==> src/design/pmic_mode_params.svh <==
// Constants of the power mode sequencer
`ifndef PMIC_MODE_PARAMS_SVH
`define PMIC_MODE_PARAMS_SVH
`define SYS_CLK_HZ 50000000
`define SLOW_TICK_HZ 32768
`define SHIP_HOLD_MS 2000
`define RESET_PRESS_MS 10000
`define POWER_DOWN_DELAY_MS 100
`define THERMAL_WARN_DEFAULT 8'h55
`define THERMAL_WARN_HYS 8'h0a
`endif

==> src/design/pmic_mode_pkg.sv <==
// Types of the power mode sequencer
package pmic_mode_pkg;
  typedef enum logic [3:0] {
    ST_NO_SUPPLY,
    ST_COLD_START,
    ST_ACTIVE,
    ST_SHIP,
    ST_HIBERNATE,
    ST_HIBERNATE_PASSTHROUGH,
    ST_POWER_CYCLE,
    ST_WATCHDOG_RESET,
    ST_WAKE_UP
  } pmic_state_t;

  typedef struct packed {
    logic ship;
    logic hibernate;
    logic hibernate_passthrough;
  } mode_request_t;

  typedef struct packed {
    logic boost_enable;
    logic boost_ulp;
    logic boost_passthrough;
    logic linear_regulator_switch;
    logic regulated_output_discharge;
    logic linear_regulator_output_discharge;
    logic wake_timer_run;
  } regulator_ctrl_t;
endpackage

==> src/design/hold_counter.sv <==
// Counts slow ticks while a condition holds and flags the hold time
`timescale 1ns/1ps
module hold_counter #(
  parameter int unsigned COUNT = 10
) (
  input wire logic sys_clk,
  input wire logic rstn,
  input wire logic tick,
  input wire logic hold,
  output logic done
);
  localparam int unsigned W = $clog2(COUNT + 1);
  localparam logic [W-1:0] LAST = W'(COUNT);
  logic [W-1:0] cnt_reg;

  always_ff @(posedge sys_clk)
  begin
    if (!rstn || !hold)
      cnt_reg <= '0;
    else if (tick && cnt_reg != LAST)
      cnt_reg <= cnt_reg + W'(1);
  end

  assign done = hold && (cnt_reg == LAST);
endmodule // hold_counter

==> src/design/pmic_mode_state_machine.sv <==
// Supervisory supply and mode state machine of the power management chip
// Summary of operation
// - Each domain leaves reset on its rising comparator
// - Internal brownout sends machine to cold start, except from pass-through hibernate
// - Battery falling below threshold gives no supply
// - Thermal shutdown in active goes cold start
// - Return to active once temperature clears
// - Temperature evaluated only in high power
// - Warning level raises host interrupt, with hysteresis
// - Active drives power good high unless pressed
// - Host mode requests act from active mode
// - Ship button held two seconds enters ship
// - Reset button long press enters power cycle
// - Watchdog expiry enters watchdog reset state
// - Boost overcurrent in active enters power cycle
// - Hibernate: discharge, ultra-low power, power good low
// - Hibernate wake pin or timer goes wake up
// - Pass-through hibernate: discharge, regulator off, low
// - Pass-through wake goes cold start, resets registers
// - Ship disables all but output discharge, only wake pin wakes
// - Power cycle disables regulators, discharges, resets registers
// - After power down delay, return to active
`timescale 1ns/1ps
`include "pmic_mode_params.svh"
module pmic_mode_state_machine
  import pmic_mode_pkg::*;
#(
  parameter int unsigned SHIP_HOLD_TICKS = `SHIP_HOLD_MS * `SLOW_TICK_HZ / 1000,
  parameter int unsigned RESET_PRESS_TICKS = `RESET_PRESS_MS * `SLOW_TICK_HZ / 1000,
  parameter int unsigned POWER_DOWN_TICKS = `POWER_DOWN_DELAY_MS * `SLOW_TICK_HZ / 1000
) (
  input wire logic sys_clk,
  input wire logic rstn,
  input wire logic slow_tick,
  input wire logic battery_above_por_rising,
  input wire logic battery_above_por_falling,
  input wire logic internal_supply_above_por,
  input wire logic internal_supply_above_bor,
  input wire logic boost_high_power,
  input wire logic thermal_shutdown_level,
  input wire logic [7:0] die_temperature,
  input wire logic [7:0] thermal_warning_level,
  input wire logic ship_button,
  input wire logic reset_button,
  input wire logic ship_hold_wake_pin,
  input wire logic wake_timer_event,
  input wire logic wake_timer_enable,
  input wire logic linear_regulator_hibernate_on,
  input wire logic watchdog_expired,
  input wire logic boost_overcurrent,
  input wire mode_request_t mode_request,
  output pmic_state_t state,
  output regulator_ctrl_t regulator_ctrl,
  output logic power_good_reset_out,
  output logic battery_domain_reset,
  output logic internal_domain_reset,
  output logic register_reset,
  output logic thermal_warning_irq
);
  pmic_state_t state_reg;
  pmic_state_t state_next;
  regulator_ctrl_t ctrl_next;
  logic battery_up_reg;
  logic internal_up_reg;
  logic warn_reg;
  logic ship_held;
  logic reset_held;
  logic pwrdn_done;
  logic hot;
  logic [8:0] warn_low;

  hold_counter #(.COUNT(SHIP_HOLD_TICKS)) u_ship_hold (
    .sys_clk(sys_clk),
    .rstn(rstn),
    .tick(slow_tick),
    .hold(ship_button && state_reg == ST_ACTIVE),
    .done(ship_held)
  );

  hold_counter #(.COUNT(RESET_PRESS_TICKS)) u_reset_press (
    .sys_clk(sys_clk),
    .rstn(rstn),
    .tick(slow_tick),
    .hold(reset_button && state_reg == ST_ACTIVE),
    .done(reset_held)
  );

  hold_counter #(.COUNT(POWER_DOWN_TICKS)) u_power_down (
    .sys_clk(sys_clk),
    .rstn(rstn),
    .tick(slow_tick),
    .hold(state_reg == ST_POWER_CYCLE),
    .done(pwrdn_done)
  );

  assign hot = thermal_shutdown_level && boost_high_power;

  always_ff @(posedge sys_clk)
  begin
    if (!rstn)
    begin
      battery_up_reg <= 1'b0;
      internal_up_reg <= 1'b0;
    end
    else
    begin
      if (!battery_above_por_falling)
        battery_up_reg <= 1'b0;
      else if (battery_above_por_rising)
        battery_up_reg <= 1'b1;
      if (!internal_supply_above_bor || !battery_up_reg)
        internal_up_reg <= 1'b0;
      else if (internal_supply_above_por)
        internal_up_reg <= 1'b1;
    end
  end

  always_comb
  begin
    state_next = state_reg;
    unique case (state_reg)
      ST_NO_SUPPLY:
        if (battery_up_reg)
          state_next = ST_COLD_START;
      ST_COLD_START:
        if (internal_up_reg && !hot)
          state_next = ST_ACTIVE;
      ST_ACTIVE:
        // Thermal then overcurrent outrank the other active exits; reset press outranks watchdog, which outranks ship button and host requests
        if (hot)
          state_next = ST_COLD_START;
        else if (boost_overcurrent)
          state_next = ST_POWER_CYCLE;
        else if (reset_held)
          state_next = ST_POWER_CYCLE;
        else if (watchdog_expired)
          state_next = ST_WATCHDOG_RESET;
        else if (ship_held)
          state_next = ST_SHIP;
        else if (mode_request.ship)
          state_next = ST_SHIP;
        else if (mode_request.hibernate_passthrough)
          state_next = ST_HIBERNATE_PASSTHROUGH;
        else if (mode_request.hibernate)
          state_next = ST_HIBERNATE;
      ST_SHIP:
        if (ship_hold_wake_pin)
          state_next = ST_WAKE_UP;
      ST_HIBERNATE:
        if (ship_hold_wake_pin || (wake_timer_enable && wake_timer_event))
          state_next = ST_WAKE_UP;
      ST_HIBERNATE_PASSTHROUGH:
        if (ship_hold_wake_pin || (wake_timer_enable && wake_timer_event))
          state_next = ST_COLD_START;
      ST_POWER_CYCLE:
        if (pwrdn_done)
          state_next = ST_ACTIVE;
      // Watchdog reset passes through a power cycle to active; wake up goes straight to active
      ST_WATCHDOG_RESET:
        state_next = ST_POWER_CYCLE;
      ST_WAKE_UP:
        state_next = ST_ACTIVE;
      default:
        state_next = ST_COLD_START;
    endcase
    if (!internal_up_reg && state_next != ST_NO_SUPPLY && state_reg != ST_NO_SUPPLY
        && state_reg != ST_HIBERNATE_PASSTHROUGH)
      state_next = ST_COLD_START;
    if (!battery_up_reg)
      state_next = ST_NO_SUPPLY;
  end

  always_ff @(posedge sys_clk)
  begin
    if (!rstn)
      state_reg <= ST_NO_SUPPLY;
    else
      state_reg <= state_next;
  end

  always_comb
  begin
    ctrl_next = '0;
    unique case (state_next)
      ST_ACTIVE, ST_WAKE_UP:
      begin
        ctrl_next.boost_enable = 1'b1;
        ctrl_next.linear_regulator_switch = 1'b1;
      end
      ST_COLD_START:
        ctrl_next.boost_enable = 1'b1;
      ST_HIBERNATE:
      begin
        ctrl_next.boost_enable = 1'b1;
        ctrl_next.boost_ulp = 1'b1;
        ctrl_next.linear_regulator_switch = linear_regulator_hibernate_on;
        ctrl_next.regulated_output_discharge = 1'b1;
        ctrl_next.wake_timer_run = wake_timer_enable;
      end
      ST_HIBERNATE_PASSTHROUGH:
      begin
        ctrl_next.boost_enable = 1'b1;
        ctrl_next.boost_passthrough = 1'b1;
        ctrl_next.regulated_output_discharge = 1'b1;
        ctrl_next.wake_timer_run = wake_timer_enable;
      end
      ST_POWER_CYCLE, ST_WATCHDOG_RESET:
      begin
        ctrl_next.regulated_output_discharge = 1'b1;
        ctrl_next.linear_regulator_output_discharge = 1'b1;
      end
      ST_SHIP:
        ctrl_next.regulated_output_discharge = 1'b1;
      ST_NO_SUPPLY:
        ctrl_next = '0;
      default:
        ctrl_next = '0;
    endcase
  end

  // Outputs registered from next state, domain resets from the supply flags, so they align with state
  always_ff @(posedge sys_clk)
  begin
    if (!rstn)
    begin
      state <= ST_NO_SUPPLY;
      regulator_ctrl <= '0;
      power_good_reset_out <= 1'b0;
      battery_domain_reset <= 1'b1;
      internal_domain_reset <= 1'b1;
      register_reset <= 1'b1;
    end
    else
    begin
      state <= state_next;
      regulator_ctrl <= ctrl_next;
      power_good_reset_out <= (state_next == ST_ACTIVE) && !reset_button;
      battery_domain_reset <= !battery_up_reg;
      internal_domain_reset <= !internal_up_reg;
      register_reset <= state_next == ST_POWER_CYCLE || state_next == ST_WATCHDOG_RESET
        || state_next == ST_COLD_START || state_next == ST_NO_SUPPLY;
    end
  end

  // Hysteresis floor below zero clears the warning at any temperature under the level
  assign warn_low = {1'b0, thermal_warning_level} - {1'b0, 8'(`THERMAL_WARN_HYS)};

  always_ff @(posedge sys_clk)
  begin
    if (!rstn)
      warn_reg <= 1'b0;
    else if (!boost_high_power || state_reg != ST_ACTIVE)
      warn_reg <= 1'b0;
    else if (die_temperature >= thermal_warning_level)
      warn_reg <= 1'b1;
    else if (warn_low[8] || die_temperature < warn_low[7:0])
      warn_reg <= 1'b0;
  end

  always_ff @(posedge sys_clk)
  begin
    if (!rstn)
      thermal_warning_irq <= 1'b0;
    else
      thermal_warning_irq <= warn_reg;
  end
endmodule // pmic_mode_state_machine

==> config.mk <==
export PLATFORM = sky130hd
export DESIGN_NAME = pmic_mode_state_machine
export DESIGN_NICKNAME = d
export VERILOG_FILES = /design/src/design/pmic_mode_pkg.sv /design/src/design/hold_counter.sv /design/src/design/pmic_mode_state_machine.sv
export VERILOG_INCLUDE_DIRS = /design/src /design/src/design
export SDC_FILE = /design/constraint.sdc
export NUM_CORES = 1
export LEC_CHECK = 0
export ABC_CLOCK_PERIOD_IN_PS = 2750
export BUFFER_PORTS_ARGS = -buffer_cell sky130_fd_sc_hd__buf_2
export CORE_ASPECT_RATIO = 0.6
export CORE_UTILIZATION = 57
export CTS_CLUSTER_DIAMETER = 80
export DETAILED_ROUTE_END_ITERATION = 8
export GPL_TIMING_DRIVEN = 0
export PLACE_DENSITY = 0.8
export SYNTH_ARGS = -nofsm -noshare
export SYNTH_HDL_FRONTEND = slang
export SYNTH_SLANG_ARGS = --single-unit
export TNS_END_PERCENT = 10
==> constraint.sdc <==
create_clock -name sys_clk -period 2.75 [get_ports sys_clk]
set_input_delay 0.55 -clock sys_clk [delete_from_list [all_inputs] [get_ports sys_clk]]
set_output_delay 0.55 -clock sys_clk [all_outputs]
set_load 0.05 [all_outputs]
### Word-level counts from Yosys, hierarchy flattened

Cells that the tools add are included.

| operators by class | value |
|---|---|
| add/subtract/negate cells | 4 |
| $lt $le $gt $ge | 2 |
| eq/ne operators | 24 |
| muxes and demuxes | 25 |
| bitwise gates (word level) | 1 |
| reduce and logical (&&, ||, !) cells | 49 |

Operators with widths:

| cell | count |
|---|---|
| 2-to-1 mux 4 bit | 16 |
| case mux 4 bit (9 select lines) | 1 |
| == test 4 x 3 -> 1 bit (second input constant) | 8 |
| adder 19 x 1 -> 19 bit (second input constant) | 1 |
| == test 19 bit (second input constant) | 1 |
| inequality test 19 bit (second input constant) | 1 |
| adder 17 x 1 -> 17 bit (second input constant) | 1 |
| == test 17 bit (second input constant) | 1 |
| inequality test 17 bit (second input constant) | 1 |
| == test 4 x 2 -> 1 bit (second input constant) | 4 |
| logical AND 1 bit | 15 |
| adder 12 x 1 -> 12 bit (second input constant) | 1 |
| == test 12 bit (second input constant) | 1 |
| inequality test 12 bit (second input constant) | 1 |
| logical NOT 1 bit | 10 |
| logical OR 1 bit | 10 |
| OR reduction 2 bit | 5 |
| OR reduction 5 bit | 2 |
| subtractor 8 x 4 -> 9 bit (second input constant) | 1 |
| == test 4 x 1 -> 1 bit (second input constant) | 2 |
| == test 4 bit (second input constant) | 2 |
| greater-or-equal comparator 8 bit | 1 |
| logical NOT 4 bit | 2 |
| less-than comparator 8 bit | 1 |
| other kinds (8) | 16 |

| word-level totals | value |
|---|---|
| register bits | 67 |
| input port bits | 36 |
| output and inout port bits | 16 |
| word-level logic and storage cells | 124 |

### Logic depth before layout (Yosys ltp)

| depth | value |
|---|---|
| depth in word-level cells | 19 |
| depth in mapped cells | 10 |
| depth with buffers taken out | 10 |

### Hierarchy

A second synthesis with hierarchy kept.

| second synthesis, totals | value |
|---|---|
| cell total of the unflattened synthesis | 464 |
| area, all modules | 3,986.3 µm² |

Modules (own cells, without submodules):

| module | instances | cells each | area each (µm²) | sequential area each (µm²) |
|---|---|---|---|---|
| pmic_mode_state_machine | 1 | 161 | 1,390.1 | 380.4 |
| hold_counter at u_reset_press | 1 | 117 | 1,012.2 | 380.4 |
| hold_counter at u_ship_hold | 1 | 107 | 930.9 | 340.3 |
| hold_counter at u_power_down | 1 | 79 | 653.1 | 240.2 |

### Worst setup path before layout

No wires, ideal clock.

| timing path | value |
|---|---|
| path type | reg2reg |
| from | reg state[1] (netlist name) |
| to | reg regulator_ctrl[3] (netlist bit) |
| library setup time | 122 ps |
| data arrival time | 2,305 ps |
| required time | 2,628 ps |
| slack | 323 ps |
| stages on the path, launching flop included | 8 |
| path buffers | 0 |
| clock period less this slack | 2,427 ps |
| path through | dfxtp_1 -> nor4b_4 -> nand2_1 -> o31a_1 -> a211oi_2 -> nor2_2 -> and3_1 -> a311o_1 |

RTL lines:

| what | line | source |
|---|---|---|
| to (signal assigned) | pmic_mode_state_machine.sv:236 | `regulator_ctrl <= ctrl_next;` |
| to (decl) | pmic_mode_state_machine.sv:53 | `output regulator_ctrl_t regulator_ctrl,` |

### Final worst setup path

| timing path | value |
|---|---|
| from | reg u_ship_hold.cnt_reg[12] |
| to | reg power_good_reset_out |

| between the ends | value |
|---|---|
| longest elaborated chain between the ends | 16 |

Ends and longest elaborated chain:

| what | line | source |
|---|---|---|
| from (decl) | hold_counter.sv:14 | `logic [W-1:0] cnt_reg;` |
| from (signal assigned) | hold_counter.sv:21 | `cnt_reg <= cnt_reg + W'(1);` |
| == test 17 bit (*) | hold_counter.sv:24 | `assign done = hold && (cnt_reg == LAST);` |
| logical AND 1 bit (*) | hold_counter.sv:24 |  |
| 2-to-1 mux 4 bit (*) | pmic_mode_state_machine.sv:138 | `else if (ship_held)` |
| 2-to-1 mux 4 bit (*) | pmic_mode_state_machine.sv:136 | `else if (watchdog_expired)` |
| 2-to-1 mux 4 bit (*) | pmic_mode_state_machine.sv:134 | `else if (reset_held)` |
| 2-to-1 mux 4 bit (*) | pmic_mode_state_machine.sv:132 | `else if (boost_overcurrent)` |
| 2-to-1 mux 4 bit (*) | pmic_mode_state_machine.sv:130 | `if (hot)` |
| case mux 4 bit (9 select lines) (*) | pmic_mode_state_machine.sv:121 | `unique case (state_reg)` |
| nonzero test 4 bit | pmic_mode_state_machine.sv:166 | `if (!internal_up_reg && state_next != ST_NO_SUPPLY && state_reg != ST_NO_SUPPLY` |
| logical AND 1 bit (2 in a row) | pmic_mode_state_machine.sv:166 |  |
| logical AND 1 bit | pmic_mode_state_machine.sv:167 | `&& state_reg != ST_HIBERNATE_PASSTHROUGH)` |
| 2-to-1 mux 4 bit (*) | pmic_mode_state_machine.sv:166 |  |
| 2-to-1 mux 4 bit (*) | pmic_mode_state_machine.sv:169 | `if (!battery_up_reg)` |
| == test 4 x 2 -> 1 bit (*) | pmic_mode_state_machine.sv:237 | `power_good_reset_out <= (state_next == ST_ACTIVE) && !reset_button;` |
| logical AND 1 bit (*) | pmic_mode_state_machine.sv:237 |  |
| to (signal assigned) | pmic_mode_state_machine.sv:237 |  |
| to (decl) | pmic_mode_state_machine.sv:54 | `output logic power_good_reset_out,` |

Every way passes the cells marked *; elsewhere a longest branch is shown, timed or not.
A chain may end at the register's enable or synchronous reset.

==> impl_metrics.toml <==
[route]
drc_errors = 0
dr.pass1.iters = 5
drt_wl_total_um = 7830
dr_total_vias = 3180
initialDrtViolationCount = 194
wl_per_cell_um = 13.8
antenna_left = 0
vias_per_cell = 5.59

[timing]
setup_violations = 0
slew_viol_final = 0
period_share = 0.943
slew_headroom = 0.579
finClkSkew_ns = 0.00857
layout_setup_ws_ns = 0.158
worst_pin_slew_ns = 0.626
period_needed_ns = 2.59
final.setup.tns_ns = 0
whs_ns = 0.427
hold_violations = 0
rsz0062_at_grt = "no"
max_freq_mhz = 386

[logic_synthesis]
synth_cells = 424
synth_top_cell_by_area = "dfxtp_1"
yosys.area_share.simple = 0.284
synth_top_area_frac = 0.378
synth_edf_count = 0
syn-num-nets = 482
synth_seq_area_share = 0.378
ys_top_cells_by_count = "dfxtp_1, nor2_1, nand2_1"
synthTopCellsByArea = "dfxtp_1, ha_1, xor2_1, nor2_1, xnor2_1"
synth_area_um2 = 3550
ys_seq_elements = 67
synth-xor-area-share = 0.116
synth.distinct_cells = 51
synth_async_sr_flop_share = 0
synth_warnings = 0
synth_top_family_by_area = "simple AND/OR/NAND/NOR gates"
synthAdderAreaFrac = 0.0776
yosysMostFrequentCell = "dfxtp_1"
synth-main-ff-cell = "dfxtp_1"
synth_mux_area_frac = 0
syn_avg_cell_area_um2 = 8.37
synth_compound_area_frac = 0.109

[clocking]
cts_tree = "yes"
cts_made_buffers = 9
clock_latency_ns = 0.35
clockBufferDepth = 2
post-cts-setup-buffers = 0
clk_pin_slew_worst_paths_ns = 0.07
htree_levels = 3
cts_root_buf = "clkbuf_8"
ctsHoldBuffers = 0
cts_sinks = 67

[min_path]
hold_start = "battery_above_por_rising"
hold_class = "input pin to flip-flop"

[flow_run]
drv_cap = 0

[die]
die_x_um = 104
core.rowCount = 21
die_y_um = 63.1
fp.coreArea_um2 = 5780
ios = 52
die_area_um2 = 6560
initial_core_util = 0.614

[critical_path]
critPathLaunchType = "flip-flop"
critical_path_class = "flip-flop to flip-flop"
crit_fanout = 4
setup.worst_path.start = "u_ship_hold.cnt_reg[12]"
crit-reg2reg-launch = "u_ship_hold.cnt_reg[12]"
cp_data_required_time_ns = 3.00
cp-end-kind = "flip-flop"
cp.arrival_ns = 2.84

[global_route]
grt.busiest_layer = "met2"
gr-total-overflow = 0
grt_max_degree = 12
grt_antenna_before_repair = 0
gr-usage-met3 = 0.0694
grt_util_met2 = 0.393
grt_pass1_wl_um = 13600
grt_usage = 0.260
grt_util_met1 = 0.359
grt_pass1_vias = 2936

[power_and_ir_drop]
peakVddDrop_mv = 0.321
finalPower_mw = 1.87
p_sw_mw = 0.436
power.leakage_nw = 1.58
p_per_area_nw_per_um2 = 458
sw_frac_of_total = 0.233
comb_power_share = 0.071
power_frac_seq = 0.520
internal_power_mw = 1.44
p_clk_frac = 0.410

[layout]
largest_reg_flops = 19
drive_gt1_frac = 0.147
area_growth_pct = 15.2
final_nets = 543
diodes = 0
multi_input_area_um2 = 2090
fillCellCount = 489
fin_area_um2 = 4090
stdcell_count = 569
seq_area_um2 = 1340
postLayoutCoreUtil = 0.707

[placed_design]
io_buffers = 50
dp_cells = 554
dpl_cell_area_um2 = 3900
dp_slack_ns = 0.178
place_congestion = 0.862
post-dp-hpwl_um = 5950

[outcome]
status = "completed"
power groups by stage:
| stage | sequential, mW | combinational (mW) | clock, mW |
|---|---|---|---|
| 2_1_floorplan | 0.998 | 0.0723 | 0 |
| 3_3_place_gp | 0.995 | 0.123 | 0 |
| 3_5_place_dp | 0.995 | 0.130 | 0 |
| 4_1_cts | 0.973 | 0.131 | 0.782 |
| 5_1_grt | 0.973 | 0.150 | 0.831 |
| 6_report | 0.973 | 0.132 | 0.767 |
worst max-delay path: stages, from the launching register on:
cell	delay [ns]
dfxtp_1	0.35
nor4_1	0.53
nand4_1	0.28
o31a_1	0.32
a211oi_2	0.34
nand2_1	0.15
nor3_1	0.25
nor3b_1	0.27
metal layers:
| metal | vias to the layer above | share of wire |
|---|---|---|
| li1 | 1597 | - |
| met1 | 1471 | 0.49 |
| met2 | 100 | 0.43 |
| met3 | 12 | 0.066 |
| met4 | 0 | 0.014 |
| met5 | - | 0 |
cells in the final DEF (no fill, tap or decap), types with 3 or more instances in the layout:
master    synthesis  layout
nand3_1          18      18
buf_2             1      51
nand2b_1          4       4
and2_1           10      10
nor2b_1           8       8
o21ai_0          19      19
dfxtp_1          67      67
nand2_1          35      35
nor4b_1           4       3
or3_1             4       4
xor2_1           31      31
a21oi_1          17      17
xnor2_1          16      16
clkinv_2          0       4
nor3_1            6       6
and4_1            3       3
clkbuf_1          8       8
nor4_1            9       9
o21a_1            3       3
clkbuf_8          0       9
o21ai_1           3       3
o31ai_1           3       3
nor2_1           58      58
ha_1             22      22
inv_1            21      21
nand4_1          14      14
and3_1           11      11
area by class of cell:
cell class                      count  share of cell area
Clock inverter                      6              0.0141
Clock buffer                        9              0.0303
Multi-Input combinational cell    326               0.511
Tap cell                           80              0.0245
Inverter                           21              0.0193
Timing Repair Buffer               50              0.0612
Buffer                             10              0.0113
Sequential cell                    67               0.328
cell families after synthesis:
| kind of cell | after synthesis |
|---|---|
| buffers and inverters | 31 |
| and+or+nand+nor | 195 |
| xor gates and xnor gates | 47 |
| adders and majority gates | 22 |
| AOI/OAI and AO/OA | 62 |
| DFF | 67 |
path summary, 6_finish.rpt:
kind | depth (start not counted) | slack, ns | to
setup reg to reg | 7 | 0.16 | power_good_reset_out
setup / recovery | 7 | 0.16 | power_good_reset_out
hold / removal | 2 | 0.43 | battery_up_reg
hold reg to reg | 1 | 0.46 | thermal_warning_irq
timing repair:
action | CTS | global route
endpoints found under the setup margin | 0 | 2
hold endpoints to repair | 0 | 0
resized for setup | 0 | 1
Note: power is estimated with default switching activity, not from simulation.
